==> src/bst_map.svh <==
// Constants of the boundary-scan test access port: instruction codes,
// register widths and the capture pattern. Definitions only.
`ifndef BST_MAP_SVH
`define BST_MAP_SVH

`define BST_IR_W       3
`define BST_IR_EXTEST  3'h0
`define BST_IR_IDCODE  3'h1
`define BST_IR_SAMPLE  3'h2
`define BST_IR_CLAMP   3'h3
`define BST_IR_HIGHZ   3'h4
`define BST_IR_BYPASS  3'h7
`define BST_IR_CAPTURE 3'h1
`define BST_ID_W       32
`define BST_BSR_LEN    99

`endif

==> src/bst_pkg.sv <==
// Types shared by the boundary-scan test access port.
// Assumes the constants of bst_map.svh for widths.
package bst_pkg;

  // ----------------------------------------------------------------
  // Controller states and data register selection
  // ----------------------------------------------------------------
  typedef enum logic [3:0] {
    st_tlr, st_rti, st_sel_dr, st_cap_dr, st_shift_dr, st_exit1_dr,
    st_pause_dr, st_exit2_dr, st_upd_dr, st_sel_ir, st_cap_ir,
    st_shift_ir, st_exit1_ir, st_pause_ir, st_exit2_ir, st_upd_ir
  } bst_state_e;

  typedef enum logic [1:0] {
    sel_bsr, sel_byp, sel_id
  } bst_dr_sel_e;

  // Test port pins as seen after the synchroniser
  typedef struct packed {
    logic rst_n;
    logic tck;
    logic tms;
    logic tdi;
  } bst_pins_s;

endpackage : bst_pkg

==> src/bst_tap.sv <==
// Boundary-scan test access port: controller, instruction register,
// bypass, identification and boundary-scan data registers.
// Assumes a tester drives the test pins asynchronously to core_clk,
// with a test clock well below a quarter of the core clock rate.
`timescale 1ns/1ps
`include "bst_map.svh"

// Behaviour
// - Controller steps on test clock rising edges
// - Power-up: reset state, identification instruction loaded
// - Run-Test-Idle holds instruction and data registers
// - Select-DR: hold; low capture, high Select-IR
// - Capture-DR loads selected register if allowed
// - Shift-DR shifts selected register toward output
// - Exit1-DR: high Update-DR, low Pause-DR
// - Pause-DR holds, stays low, high to Exit2-DR
// - Exit2-DR: high Update-DR, low Shift-DR
// - Update-DR falling edge loads output latches
// - Select-IR: hold; low Capture-IR, high reset
// - Capture-IR loads fixed value; next by mode
// - Shift-IR shifts instruction; high to Exit1-IR
// - Exit1-IR: low Pause-IR, high Update-IR
// - Pause-IR halts, stays low, high Exit2-IR
// - Exit2-IR with mode high goes Update-IR
// - Update-IR falling edge makes new current instruction
// - Update-IR: low Run-Test-Idle, high Select-DR
// - Instruction register: 3-bit shift plus latch
// - Codes 010, 000 boundary; 111 bypass
// - Codes 011, 100 bypass; 001 identification
// - Identification: 32 bits, LSB one, three fields
// - Identification code captured in Capture-DR
// - Bypass is one stage, serial short path
// - High-impedance and clamp instruction output control
module bst_tap #(
  parameter int          BSR_LEN    = `BST_BSR_LEN,
  parameter logic [3:0]  ID_VERSION = 4'h1,       // Arbitrary value
  parameter logic [15:0] ID_DEVICE  = 16'h5a3c,   // Arbitrary value
  parameter logic [10:0] ID_MANUF   = 11'h2b6     // Arbitrary value
) (
  input  wire logic               core_clk,             // Core clock, 40 MHz
  input  wire logic               rst,                  // Synchronous reset, high
  input  wire logic               test_port_reset_n,    // Test reset pin, low
  input  wire logic               test_port_clock,      // Test clock pin
  input  wire logic               test_mode_select_in,  // Mode select pin
  input  wire logic               test_serial_in,       // Serial data in pin
  output logic                    test_serial_out,      // Serial data out
  output logic                    test_serial_out_en_n, // Output enable, low drives
  input  wire logic [BSR_LEN-1:0] bsr_capture_in,       // Sampled system pins
  output logic [BSR_LEN-1:0]      bsr_update_out,       // Boundary output latches
  output logic                    sys_out_from_bsr,     // Pins driven from latches
  output logic                    sys_out_highz,        // All outputs released
  output logic [`BST_IR_W-1:0]    current_instruction   // Latched instruction
);

  if (BSR_LEN < 1) begin : g_chk
    $error("BSR_LEN must be at least 1");
  end

  localparam logic [`BST_ID_W-1:0] ID_CODE = {ID_VERSION, ID_DEVICE, ID_MANUF, 1'b1};

  // ----------------------------------------------------------------
  // Pin synchroniser and test clock edges
  // ----------------------------------------------------------------
  bst_pkg::bst_pins_s pin_m;
  bst_pkg::bst_pins_s pin_s;
  logic               tck_d;
  logic               tck_rise;
  logic               tck_fall;
  logic               tms;
  logic               tdi;

  // Reset values are constants; pins only reach the first stage
  always_ff @(posedge core_clk) begin
    if (rst) begin
      pin_m <= '{rst_n: 1'b1, tck: 1'b0, tms: 1'b1, tdi: 1'b1};
      pin_s <= '{rst_n: 1'b1, tck: 1'b0, tms: 1'b1, tdi: 1'b1};
      tck_d <= 1'b0;
    end else begin
      pin_m <= '{rst_n: test_port_reset_n, tck: test_port_clock,
                 tms: test_mode_select_in, tdi: test_serial_in};
      pin_s <= pin_m;
      tck_d <= pin_s.tck;
    end
  end

  assign tck_rise = pin_s.tck & ~tck_d;
  assign tck_fall = ~pin_s.tck & tck_d;
  assign tms      = pin_s.tms;
  assign tdi      = pin_s.tdi;

  // ----------------------------------------------------------------
  // Controller
  // ----------------------------------------------------------------
  bst_pkg::bst_state_e state;
  bst_pkg::bst_state_e next_state;

  always_comb begin
    next_state = state;
    if (!pin_s.rst_n) begin
      next_state = bst_pkg::st_tlr;
    end else if (tck_rise) begin
      case (state)
        bst_pkg::st_tlr:      next_state = tms ? bst_pkg::st_tlr : bst_pkg::st_rti;
        bst_pkg::st_rti:      next_state = tms ? bst_pkg::st_sel_dr : bst_pkg::st_rti;
        bst_pkg::st_sel_dr:   next_state = tms ? bst_pkg::st_sel_ir : bst_pkg::st_cap_dr;
        bst_pkg::st_cap_dr:   next_state = tms ? bst_pkg::st_exit1_dr : bst_pkg::st_shift_dr;
        bst_pkg::st_shift_dr: next_state = tms ? bst_pkg::st_exit1_dr : bst_pkg::st_shift_dr;
        bst_pkg::st_exit1_dr: next_state = tms ? bst_pkg::st_upd_dr : bst_pkg::st_pause_dr;
        bst_pkg::st_pause_dr: next_state = tms ? bst_pkg::st_exit2_dr : bst_pkg::st_pause_dr;
        bst_pkg::st_exit2_dr: next_state = tms ? bst_pkg::st_upd_dr : bst_pkg::st_shift_dr;
        bst_pkg::st_upd_dr:   next_state = tms ? bst_pkg::st_sel_dr : bst_pkg::st_rti;
        bst_pkg::st_sel_ir:   next_state = tms ? bst_pkg::st_tlr : bst_pkg::st_cap_ir;
        bst_pkg::st_cap_ir:   next_state = tms ? bst_pkg::st_exit1_ir : bst_pkg::st_shift_ir;
        bst_pkg::st_shift_ir: next_state = tms ? bst_pkg::st_exit1_ir : bst_pkg::st_shift_ir;
        bst_pkg::st_exit1_ir: next_state = tms ? bst_pkg::st_upd_ir : bst_pkg::st_pause_ir;
        bst_pkg::st_pause_ir: next_state = tms ? bst_pkg::st_exit2_ir : bst_pkg::st_pause_ir;
        bst_pkg::st_exit2_ir: next_state = tms ? bst_pkg::st_upd_ir : bst_pkg::st_shift_ir;
        bst_pkg::st_upd_ir:   next_state = tms ? bst_pkg::st_sel_dr : bst_pkg::st_rti;
        default:              next_state = bst_pkg::st_tlr;
      endcase
    end
  end

  always_ff @(posedge core_clk) begin
    if (rst) begin
      state <= bst_pkg::st_tlr;
    end else begin
      state <= next_state;
    end
  end

  // ----------------------------------------------------------------
  // Instruction and data registers, serial output
  // ----------------------------------------------------------------
  logic [`BST_IR_W-1:0] ir_shift;
  logic [`BST_IR_W-1:0] next_ir_shift;
  logic [`BST_IR_W-1:0] next_instruction;
  logic                 byp;
  logic                 next_byp;
  logic [`BST_ID_W-1:0] id_shift;
  logic [`BST_ID_W-1:0] next_id_shift;
  logic [BSR_LEN-1:0]   bsr_shift;
  logic [BSR_LEN-1:0]   next_bsr_shift;
  logic [BSR_LEN-1:0]   next_bsr_update;
  logic                 next_tdo;
  logic                 next_tdo_en_n;
  logic                 next_from_bsr;
  logic                 next_highz;
  bst_pkg::bst_dr_sel_e dr_sel;

  function automatic bst_pkg::bst_dr_sel_e decode_sel(input logic [`BST_IR_W-1:0] code);
    case (code)
      `BST_IR_EXTEST, `BST_IR_SAMPLE: decode_sel = bst_pkg::sel_bsr;
      `BST_IR_IDCODE:                 decode_sel = bst_pkg::sel_id;
      default:                        decode_sel = bst_pkg::sel_byp;
    endcase
  endfunction : decode_sel

  assign dr_sel = decode_sel(current_instruction);

  // Scan registers change only on test clock edges, so Run-Test-Idle,
  // select and pause states hold everything by construction
  always_comb begin
    next_ir_shift    = ir_shift;
    next_instruction = current_instruction;
    next_byp         = byp;
    next_id_shift    = id_shift;
    next_bsr_shift   = bsr_shift;
    next_bsr_update  = bsr_update_out;
    next_tdo         = test_serial_out;
    next_tdo_en_n    = test_serial_out_en_n;
    if (tck_rise) begin
      case (state)
        bst_pkg::st_cap_ir:   next_ir_shift = `BST_IR_CAPTURE;
        bst_pkg::st_shift_ir: next_ir_shift = {tdi, ir_shift[`BST_IR_W-1:1]};
        bst_pkg::st_cap_dr: begin
          case (dr_sel)
            bst_pkg::sel_bsr: next_bsr_shift = bsr_capture_in;
            bst_pkg::sel_id:  next_id_shift  = ID_CODE;
            default:          next_byp       = 1'b0;
          endcase
        end
        bst_pkg::st_shift_dr: begin
          case (dr_sel)
            bst_pkg::sel_bsr: next_bsr_shift = {tdi, bsr_shift[BSR_LEN-1:1]};
            bst_pkg::sel_id:  next_id_shift  = {tdi, id_shift[`BST_ID_W-1:1]};
            default:          next_byp       = tdi;
          endcase
        end
        default: ;
      endcase
    end
    if (tck_fall) begin
      if (state == bst_pkg::st_upd_ir) begin
        next_instruction = ir_shift;
      end
      if (state == bst_pkg::st_upd_dr && dr_sel == bst_pkg::sel_bsr) begin
        next_bsr_update = bsr_shift;
      end
      next_tdo_en_n = 1'b1;
      if (state == bst_pkg::st_shift_ir) begin
        next_tdo      = ir_shift[0];
        next_tdo_en_n = 1'b0;
      end else if (state == bst_pkg::st_shift_dr) begin
        next_tdo_en_n = 1'b0;
        case (dr_sel)
          bst_pkg::sel_bsr: next_tdo = bsr_shift[0];
          bst_pkg::sel_id:  next_tdo = id_shift[0];
          default:          next_tdo = byp;
        endcase
      end
    end
    if (state == bst_pkg::st_tlr) begin
      next_instruction = `BST_IR_IDCODE;
    end
    // Clamp keeps the latched values on the pins; high-impedance releases
    next_from_bsr = (next_instruction == `BST_IR_EXTEST) ||
                    (next_instruction == `BST_IR_CLAMP);
    next_highz    = (next_instruction == `BST_IR_HIGHZ);
  end

  always_ff @(posedge core_clk) begin
    if (rst) begin
      ir_shift             <= `BST_IR_CAPTURE;
      current_instruction  <= `BST_IR_IDCODE;
      byp                  <= 1'b0;
      id_shift             <= '0;
      bsr_shift            <= '0;
      bsr_update_out       <= '0;
      test_serial_out      <= 1'b0;
      test_serial_out_en_n <= 1'b1;
      sys_out_from_bsr     <= 1'b0;
      sys_out_highz        <= 1'b0;
    end else begin
      ir_shift             <= next_ir_shift;
      current_instruction  <= next_instruction;
      byp                  <= next_byp;
      id_shift             <= next_id_shift;
      bsr_shift            <= next_bsr_shift;
      bsr_update_out       <= next_bsr_update;
      test_serial_out      <= next_tdo;
      test_serial_out_en_n <= next_tdo_en_n;
      sys_out_from_bsr     <= next_from_bsr;
      sys_out_highz        <= next_highz;
    end
  end
endmodule : bst_tap

==> config.mk <==
export PLATFORM = sky130hd
export DESIGN_NAME = bst_tap
export DESIGN_NICKNAME = d
export VERILOG_FILES = /design/src/bst_pkg.sv /design/src/bst_tap.sv
export VERILOG_INCLUDE_DIRS = /design/src
export SDC_FILE = /design/constraint.sdc
export NUM_CORES = 1
export LEC_CHECK = 0
export ABC_AREA = 1
export BUFFER_PORTS_ARGS = -buffer_cell sky130_fd_sc_hd__buf_2
export CAP_MARGIN = 20
export CORE_MARGIN = 3
export CORE_UTILIZATION = 45
export CTS_BUF_LIST = sky130_fd_sc_hd__clkbuf_8
export DETAILED_ROUTE_END_ITERATION = 7
export GPL_TIMING_DRIVEN = 0
export HOLD_SLACK_MARGIN = 0.06
export PLACE_DENSITY = 0.8
export SLEW_MARGIN = 20
export SYNTH_ARGS = -nofsm -noshare
export SYNTH_HDL_FRONTEND = slang
export SYNTH_SLANG_ARGS = --single-unit
==> constraint.sdc <==
create_clock -name core_clk -period 2.14 [get_ports core_clk]
set_input_delay 0.107 -clock core_clk [delete_from_list [all_inputs] [get_ports core_clk]]
set_output_delay 0.107 -clock core_clk [all_outputs]
set_load 0.02 [all_outputs]
Yosys cells after proc, flatten, opt, wreduce, memory -nomap -nowiden:

Cells that the tools add are included.

* word-level logic and storage cells: 104
* register bits after elaboration: 254
* output and inout bits: 106
* bits of input ports: 105

* eq/ne operators: 26
* mux-type cells: 32
* reduce and logical (&&, ||, !) cells: 21
* bitwise operators: 5

Operators by type and width (number)
* 2-to-1 mux 99 bit: 2
* one-hot mux 99 bit (2 select lines): 1
* 2-to-1 mux 32 bit: 2
* one-hot mux 32 bit (2 select lines): 1
* one-hot mux 4 bit (12 select lines): 1
* == test 4 bit, second input constant: 8
* == test 4 x 3 -> 1 bit, second input constant: 4
* 2-to-1 mux 4 bit: 4
* 2-to-1 mux 3 bit: 5
* AND reduction 4 bit: 3
* inequality test 2 bit, second input constant: 5
* OR reduction 2 bit: 5
* 2-to-1 mux 1 bit: 9
* == test 4 x 2 -> 1 bit, second input constant: 2
* == test 3 x 2 -> 1 bit, second input constant: 2
* zero test 3 bit: 2
* 2-to-1 mux 2 bit: 3
* one-hot mux 3 bit (2 select lines): 1
* AND reduction 2 bit: 3
* nonzero test 2 bit: 3
* == test 4 x 1 -> 1 bit, second input constant: 1
* zero test 4 bit: 1
* one-hot mux 1 bit (2 select lines): 2
* one-hot mux 2 bit (2 select lines): 1
* other kinds (10): 13

Logic depth before layout (Yosys ltp):

Gate-level depths: netlist of run 1.

* depth in word-level cells: 7
* depth in mapped cells: 11
* depth with buffers taken out: 9

Worst setup path before layout of run 1:

OpenSTA, ideal clock, no wires.

* kind: flip-flop to flip-flop
* start point: register state[1]
* end point: register bsr_shift[97]
* library setup time: 0.119 ns
* path buffers: 3
* slack: 0.532 ns
* clock period less this slack: 1.608 ns
* required time: 2.021 ns
* arrival: 1.489 ns
* stages on the path, launching flop included: 10
* path through: dfxtp_1 -> buf_2 -> nor2_2 -> nand2_2 -> nand2_2 -> nand4_4 -> buf_2 -> buf_2 -> o21ai_0 -> a21oi_1

* word-level cells in the longest chain between the ends: 3
* elaborated cells on any way between the ends: 7
* classes of those cells: eq/ne (4); mux (1); reduce/logical (2)

RTL lines
* start: declaration: RTL line bst_tap.sv:94 `bst_pkg::bst_state_e state;`
* start signal: assignment: RTL line bst_tap.sv:126 `state <= bst_pkg::st_tlr;`
* start signal: assignment: RTL line bst_tap.sv:128 `state <= next_state;`
* == test 4 x 2 -> 1 bit or == test 4 x 3 -> 1 bit (tied branches): RTL line bst_tap.sv:173 `case (state)`
* inequality test 2 bit (no line) or nonzero test 2 bit (tied branches)
* AND reduction 4 bit (no line)
* end signal: assignment: RTL line bst_tap.sv:239 `bsr_shift <= next_bsr_shift;`
* end: declaration: RTL line bst_tap.sv:142 `logic [BSR_LEN-1:0] bsr_shift;`

Several ways; a longest one is shown, not always the timed one.
A chain may end at the register's enable or synchronous reset.

Worst setup path in the final report of run 1:

* start point: register state[0]
* end point: register bsr_shift[48]

Same word-level chain as after synthesis.

==> results.ini, run 1 <==
[status]
status=finished clean

[worst_hold_path]
hold_class=in2reg

[grt]
grt_pass1_vias=9813
grt_start_max_net_pins=11
grt_pass1_wl_mm=48.2
gr-total-overflow=0
globalRouteTotalUtil=0.241
antenna_found_initial=2

[pwr]
total_power_uw=9140
irDropWorstVdd_mv=0.377
p_per_area_nw_per_um2=688
power.leakage_uw=0.00563

[floorplanning]
start_util=0.460
core-area_um2=21900
die_x_um=156
io_pins=211
die-area_um2=24200
rows=54
die_h_um=156

[timing]
hold_viol=0
layout_min_cycle_time_ps=2090
setup_tns_ps=0
grt_setup_unrepaired=true
finalCritPeriodShare=0.975
slew_violations=0
worst_slack_ps=53.0
skew_ps=23.6
relSlewSlack=0.395
finalSetupViolations=0
tightestPinTransition_ps=908
fmax_ghz=0.479
hold_slack_ps=117

[final_layout]
finalNetCount=1769
seqCellArea_um2=5090
drive_gt1_frac=0.201
final_cell_mix=253 x dfxtp_1, 251 x buf_2, 230 x o21ai_0
layout.cells.most_common=dfxtp_1
utilization=0.607
multi_input_area_um2=4080
area_delta_synth_final_pct=32.2
nFillCells=1894

[placement]
dp_slack_ps=-114
gp_congestion=0.846
hpwl_mm=19.9
port_buffers=210

[synthesis]
ys_seq_area_frac=0.505
syn_area_per_cell_um2=7.70
synthTopCellsByArea=dfxtp_1 51%, o21ai_0 12%, a211oi_1 7.4%, nand2_1 6.3%, nor2_1 5.7%
yosys.area.top_type=dfxtp_1
synth-seq-cells=254
synth_top_area_frac=0.505
synth_nets=1411
syn_area_um2=10100
yosys_warnings=0
synth_cells=1306
synthDistinctLibCells=29

[worst_setup_path]
cp-start-kind=flip-flop
crit_required_ps=2530
end_kind=flip-flop
cp.arrival_ps=2470
crit_fanout=10
criticalPathCategory=reg2reg

[clocking]
clockBufferDepth=3
h-tree-depth=2
cts_inserted_buffers=42
cts.sinks=254
clock_latency_ps=530
cts_tree=built
cts_root_buf=clkbuf_8
path_clk_slew_ps=60

[detailed_routing]
vias_per_cell=5.29
wl_per_cell_um=15.6
vias=10400
drt_iter0_markers=757
dr.pass1.iters=5
detail-route-antenna-nets=0
drc_errors=0
drt-total-wl_mm=30.8

[job]
max_cap_violations=0

registers in the layout, indices dropped and copies added (netlist names):
register              count
tms                       1
tck_d                     1
current_instruction       3
ir_shift                  3
pin_s                     2
bsr_update_out           99
sys_out_highz             1
id_shift                 32
test_serial_out           1
byp                       1
state                     4
sys_out_from_bsr          1
tdi                       1
bsr_shift                99
pin_m                     4
test_serial_out_en_n      1
synth_stat cells:
cell      number
buf_4          4
nand4_1        2
inv_2          3
o21a_1         1
nand3_4        1
nand3b_1       1
nand2_1      170
a21oi_1      114
nand4_4        1
nand3_1       10
buf_1          3
or2_2          6
o21ai_0      236
buf_2         44
a31oi_1        1
a211oi_1      99
nand2_2        2
nor3_1        17
o22ai_1        1
nor2_2         2
clkbuf_2       2
clkbuf_1      47
nor3_4         1
nor2_1       154
nor2_4         1
o21ai_1        4
inv_1        122
o211ai_1       3
dfxtp_1      254
worst max-delay path: stages (launching register included):
cell,delay (ps)
dfxtp_1,520
nand2_1,90
inv_1,140
nand2_1,100
nand2_4,130
nand4_4,220
buf_4,230
clkbuf_1,200
o21ai_0,250
a21oi_1,90
what timing repair did:
item                                   4_1_cts  5_1_grt
resized for setup                            2       16
setup endpoints to repair                  122       79
endpoints found under the hold margin      101        0
buffers inserted                             3        0
hold buffers                               101        0
pin swaps                                    2        1
area by class of cell:
class,count,share of cell area
repair buffers,314,0.157
clock buffers,49,0.0507
multi-input cells,827,0.307
diodes,2,0.000376
well taps,280,0.0264
plain buffers,100,0.0346
inverters,125,0.0353
flip-flops and latches,254,0.383
clock inverters,19,0.00631
layer usage:
layer | GRT usage | vias up | routed length, um
li1 | - | 5077 | -
met1 | 0.310 | 4794 | 12800
met2 | 0.399 | 439 | 14500
met3 | 0.0495 | 106 | 2270
met4 | 0.0988 | 0 | 1260
met5 | 0 | - | 0
cells by family after synthesis:
family | after synthesis | share of synthesized area
buffers and inverters | 225 | 0.0912
flip-flops | 254 | 0.505
AO/OA/AOI/OAI | 459 | 0.254
AND/OR/NAND/NOR | 368 | 0.149
report_power, final:
group          internal [uW]  leakage, uW  switching [uW]
clock network           2060     0.000437            1840
logic                    261      0.00314             241
registers               4740      0.00205            3.97
total                   7060      0.00563            2080
through the flow:
stage / cell area (um^2) / cells
global placement: 11500 / 1796
finish: 13300 / 1970
global route: 13300 / 1970
detailed placement: 11500 / 1796
floorplan: 10100 / 1306
CTS: 13300 / 1968
path summary, 6_finish.rpt:
kind | start | end | slack (ps) | cells after the start
worst min-delay path | bsr_capture_in[19] | bsr_shift[19]$_SDFFE_PP0P_ | 120 | 5
worst min register to register | pin_m[2]$_SDFF_PP0_ | pin_s[2]$_SDFF_PP0_ | 400 | 2
worst max-delay path | state[0]$_SDFFE_PP0P_ | bsr_shift[48]$_SDFFE_PP0P_ | 50 | 9
worst max register to register | state[0]$_SDFFE_PP0P_ | bsr_shift[48]$_SDFFE_PP0P_ | 50 | 9
(Power assumes the default switching activity.)
==> run 2, diff against run 1 <==
--- a/config.mk
+++ b/config.mk
@@ -7,15 +7,15 @@
 export NUM_CORES = 1
 export LEC_CHECK = 0
 export ABC_AREA = 1
-export BUFFER_PORTS_ARGS = -buffer_cell sky130_fd_sc_hd__buf_2
 export CAP_MARGIN = 20
 export CORE_MARGIN = 3
 export CORE_UTILIZATION = 45
 export CTS_BUF_LIST = sky130_fd_sc_hd__clkbuf_8
 export DETAILED_ROUTE_END_ITERATION = 7
+export DONT_BUFFER_PORTS = 1
 export GPL_TIMING_DRIVEN = 0
 export HOLD_SLACK_MARGIN = 0.06
-export PLACE_DENSITY = 0.8
+export PLACE_DENSITY = 0.72
 export SLEW_MARGIN = 20
 export SYNTH_ARGS = -nofsm -noshare
 export SYNTH_HDL_FRONTEND = slang
==> run 2 against run 1 <==
  * Worst setup slack better by 86 ps
  * Via count decreased by 6.4%
  * Sequential share of layout area up 3.1 points
  * Global-route usage fell by 0.84 points
  * Clock skew is 2.5 ps higher
  * Critical path type unchanged
  * Largest cell class unchanged
==> results.ini, run 2 (synthesis results as in run 1) <==
[status]
status=finished clean

[timing]
setup_tns_ps=0
layout_min_cycle_time_ps=2000
slew_violations=0
finalSetupViolations=0
hold_slack_ps=79.1
tightestPinTransition_ps=961
hold_viol=0
finalCritPeriodShare=0.935
skew_ps=26.1
grt_setup_unrepaired=false
fmax_ghz=0.500
relSlewSlack=0.359

[clocking]
clock_latency_ps=550
h-tree-depth=2
clockBufferDepth=3
cts_root_buf=clkbuf_8
cts.sinks=254
path_clk_slew_ps=60
cts_inserted_buffers=43
cts_tree=built

[placement]
port_buffers=0
hpwl_mm=19.3
place_area_um2=10400
gp_congestion=0.882

[grt]
globalRouteTotalUtil=0.233
grt_start_max_net_pins=12
grt_pass1_vias=9228
antenna_found_initial=1
gr-total-overflow=0
grt_pass1_wl_mm=46.9

[worst_setup_path]
crit_fanout=10
cp.arrival_ps=2390
r2r_cells=8
regToRegEndpoint=bsr_update_out[0]$_SDFFE_PP0P_
r2r_slack_ps=140
cp-start-kind=flip-flop
end_kind=flip-flop
crit_required_ps=2530
reg2reg_from=state[1]$_SDFFE_PP0P_
criticalPathCategory=reg2reg

[floorplanning]
rows=54
die-area_um2=24200
io_pins=211
core-area_um2=21900
die_x_um=156
start_util=0.460
die_h_um=156

[pwr]
switching_power_uw=2120
pwr-share-clk=0.436
p_per_area_nw_per_um2=743
comb_power_share=0.045
seqPwrFrac=0.519
power.leakage_uw=0.00468
p_sw_frac=0.232
irDropWorstVdd_mv=0.433
internal-power_uw=7010

[detailed_routing]
vias_per_cell=5.52
dr.pass1.iters=7
detail-route-antenna-nets=0
wl_per_cell_um=16.8
drt-total-wl_mm=29.7
drc_errors=0
drt_iter0_markers=768
vias=9747

[final_layout]
finalNetCount=1566
final_cell_mix=251 x dfxtp_1, 219 x o21ai_0, 170 x nand2_1
nFillCells=2002
layout.cells.most_common=dfxtp_1
area_delta_synth_final_pct=22.2
finish.instance_area_um2=12300
drive_gt1_frac=0.0916
reg.largest.list=bsr_shift: 99 flops, bsr_update_out: 99 flops, id_shift: 32 flops

[worst_hold_path]
hold_class=in2reg
hold-path-endpoint=bsr_update_out[27]$_SDFFE_PP0P_
worstHoldStart=rst
hold-path-cell-count=2

[job]
max_cap_violations=0

==> run 2: changes by cell type in the layout (fill, tap and decap cells not counted), moves of 2 or more <==
cell | previous run | this run
buf_2 | 251 | 42
o21ai_0 | 230 | 219
o21ai_1 | 10 | 20
clkbuf_1 | 46 | 40
clkbuf_2 | 3 | 9
inv_1 | 135 | 139
buf_4 | 7 | 10
clkbuf_8 | 49 | 46
clkinv_2 | 4 | 1
dlygate4sd3_1 | 101 | 104
dfxtp_1 | 253 | 251
dfxtp_2 | 1 | 3
==> run 2: final cells by class <==
cell class / count / area [um^2] / share of cell area
diodes: 1 / 2.50 / 0.000204
clock inverters: 22 / 121 / 0.00987
multi-input cells: 827 / 4080 / 0.332
inverters: 125 / 469 / 0.0382
plain buffers: 100 / 465 / 0.0379
well taps: 280 / 350 / 0.0285
clock buffers: 46 / 633 / 0.0515
repair buffers: 110 / 1090 / 0.0883
flip-flops and latches: 254 / 5090 / 0.414
==> run 2: worst max-delay path by stage <==
stage | start | end | slack [ps]
global placement | state[1]$_SDFFE_PP0P_ | bsr_shift[97]$_SDFFE_PP0P_ | -160
finish | state[1]$_SDFFE_PP0P_ | bsr_update_out[0]$_SDFFE_PP0P_ | 140
CTS | state[2]$_SDFFE_PP0P_ | bsr_shift[41]$_SDFFE_PP0P_ | 5
global route | state[1]$_SDFFE_PP0P_ | bsr_shift[48]$_SDFFE_PP0P_ | 3
detailed placement | state[1]$_SDFFE_PP0P_ | bsr_shift[91]$_SDFFE_PP0P_ | -200
floorplan | state[1]$_SDFFE_PP0P_ | bsr_shift[97]$_SDFFE_PP0P_ | 530
==> run 2: power by group through the flow <==
stage          Combinational, uW  Sequential [uW]  Clock (uW)
4_1_cts                      397             4740        4050
6_report                     411             4740        3980
3_5_place_dp                 233             4840           0
2_1_floorplan                174             4840           0
5_1_grt                      452             4740        4280
3_3_place_gp                 232             4840           0
==> run 2: worst max-delay path, cell delays in order (launching register included) <==
cell and delay (ps):
dfxtp_1 300, clkbuf_4 180, nor2_4 170, nand2_1 150, nor3_4 220, buf_4 190
buf_2 250, buf_2 270, a211oi_1 100
==> run 2: what timing repair did <==
item | 4_1_cts | 5_1_grt
pin swaps | 2 | 1
hold buffers | 104 | 0
buffers inserted | 6 | 0
hold endpoints to repair | 103 | 0
gates resized for setup | 2 | 41
endpoints found under the setup margin | 192 | 122
==> run 2: metal layers <==
| layer | GRT usage | wire (um) | vias to the layer above |
|---|---|---|---|
| met3 | 0.0651 | 2690 | 100 |
| met2 | 0.381 | 13600 | 435 |
| li1 | - | - | 4673 |
| met1 | 0.296 | 12200 | 4537 |
| met5 | 0 | 13 | - |
| met4 | 0.0846 | 1070 | 2 |
==> run 2: per-stage QoR <==
step           total power [uW]   util  setup slack (ps)  instances
6_report                   9130  0.562               139       1765
5_1_grt                    9470  0.562              3.12       1764
4_1_cts                    9190  0.560              5.36       1764
3_5_place_dp               5080  0.476              -202       1586
3_3_place_gp               5080  0.476              -157       1586
2_1_floorplan              5020      -               532       1306
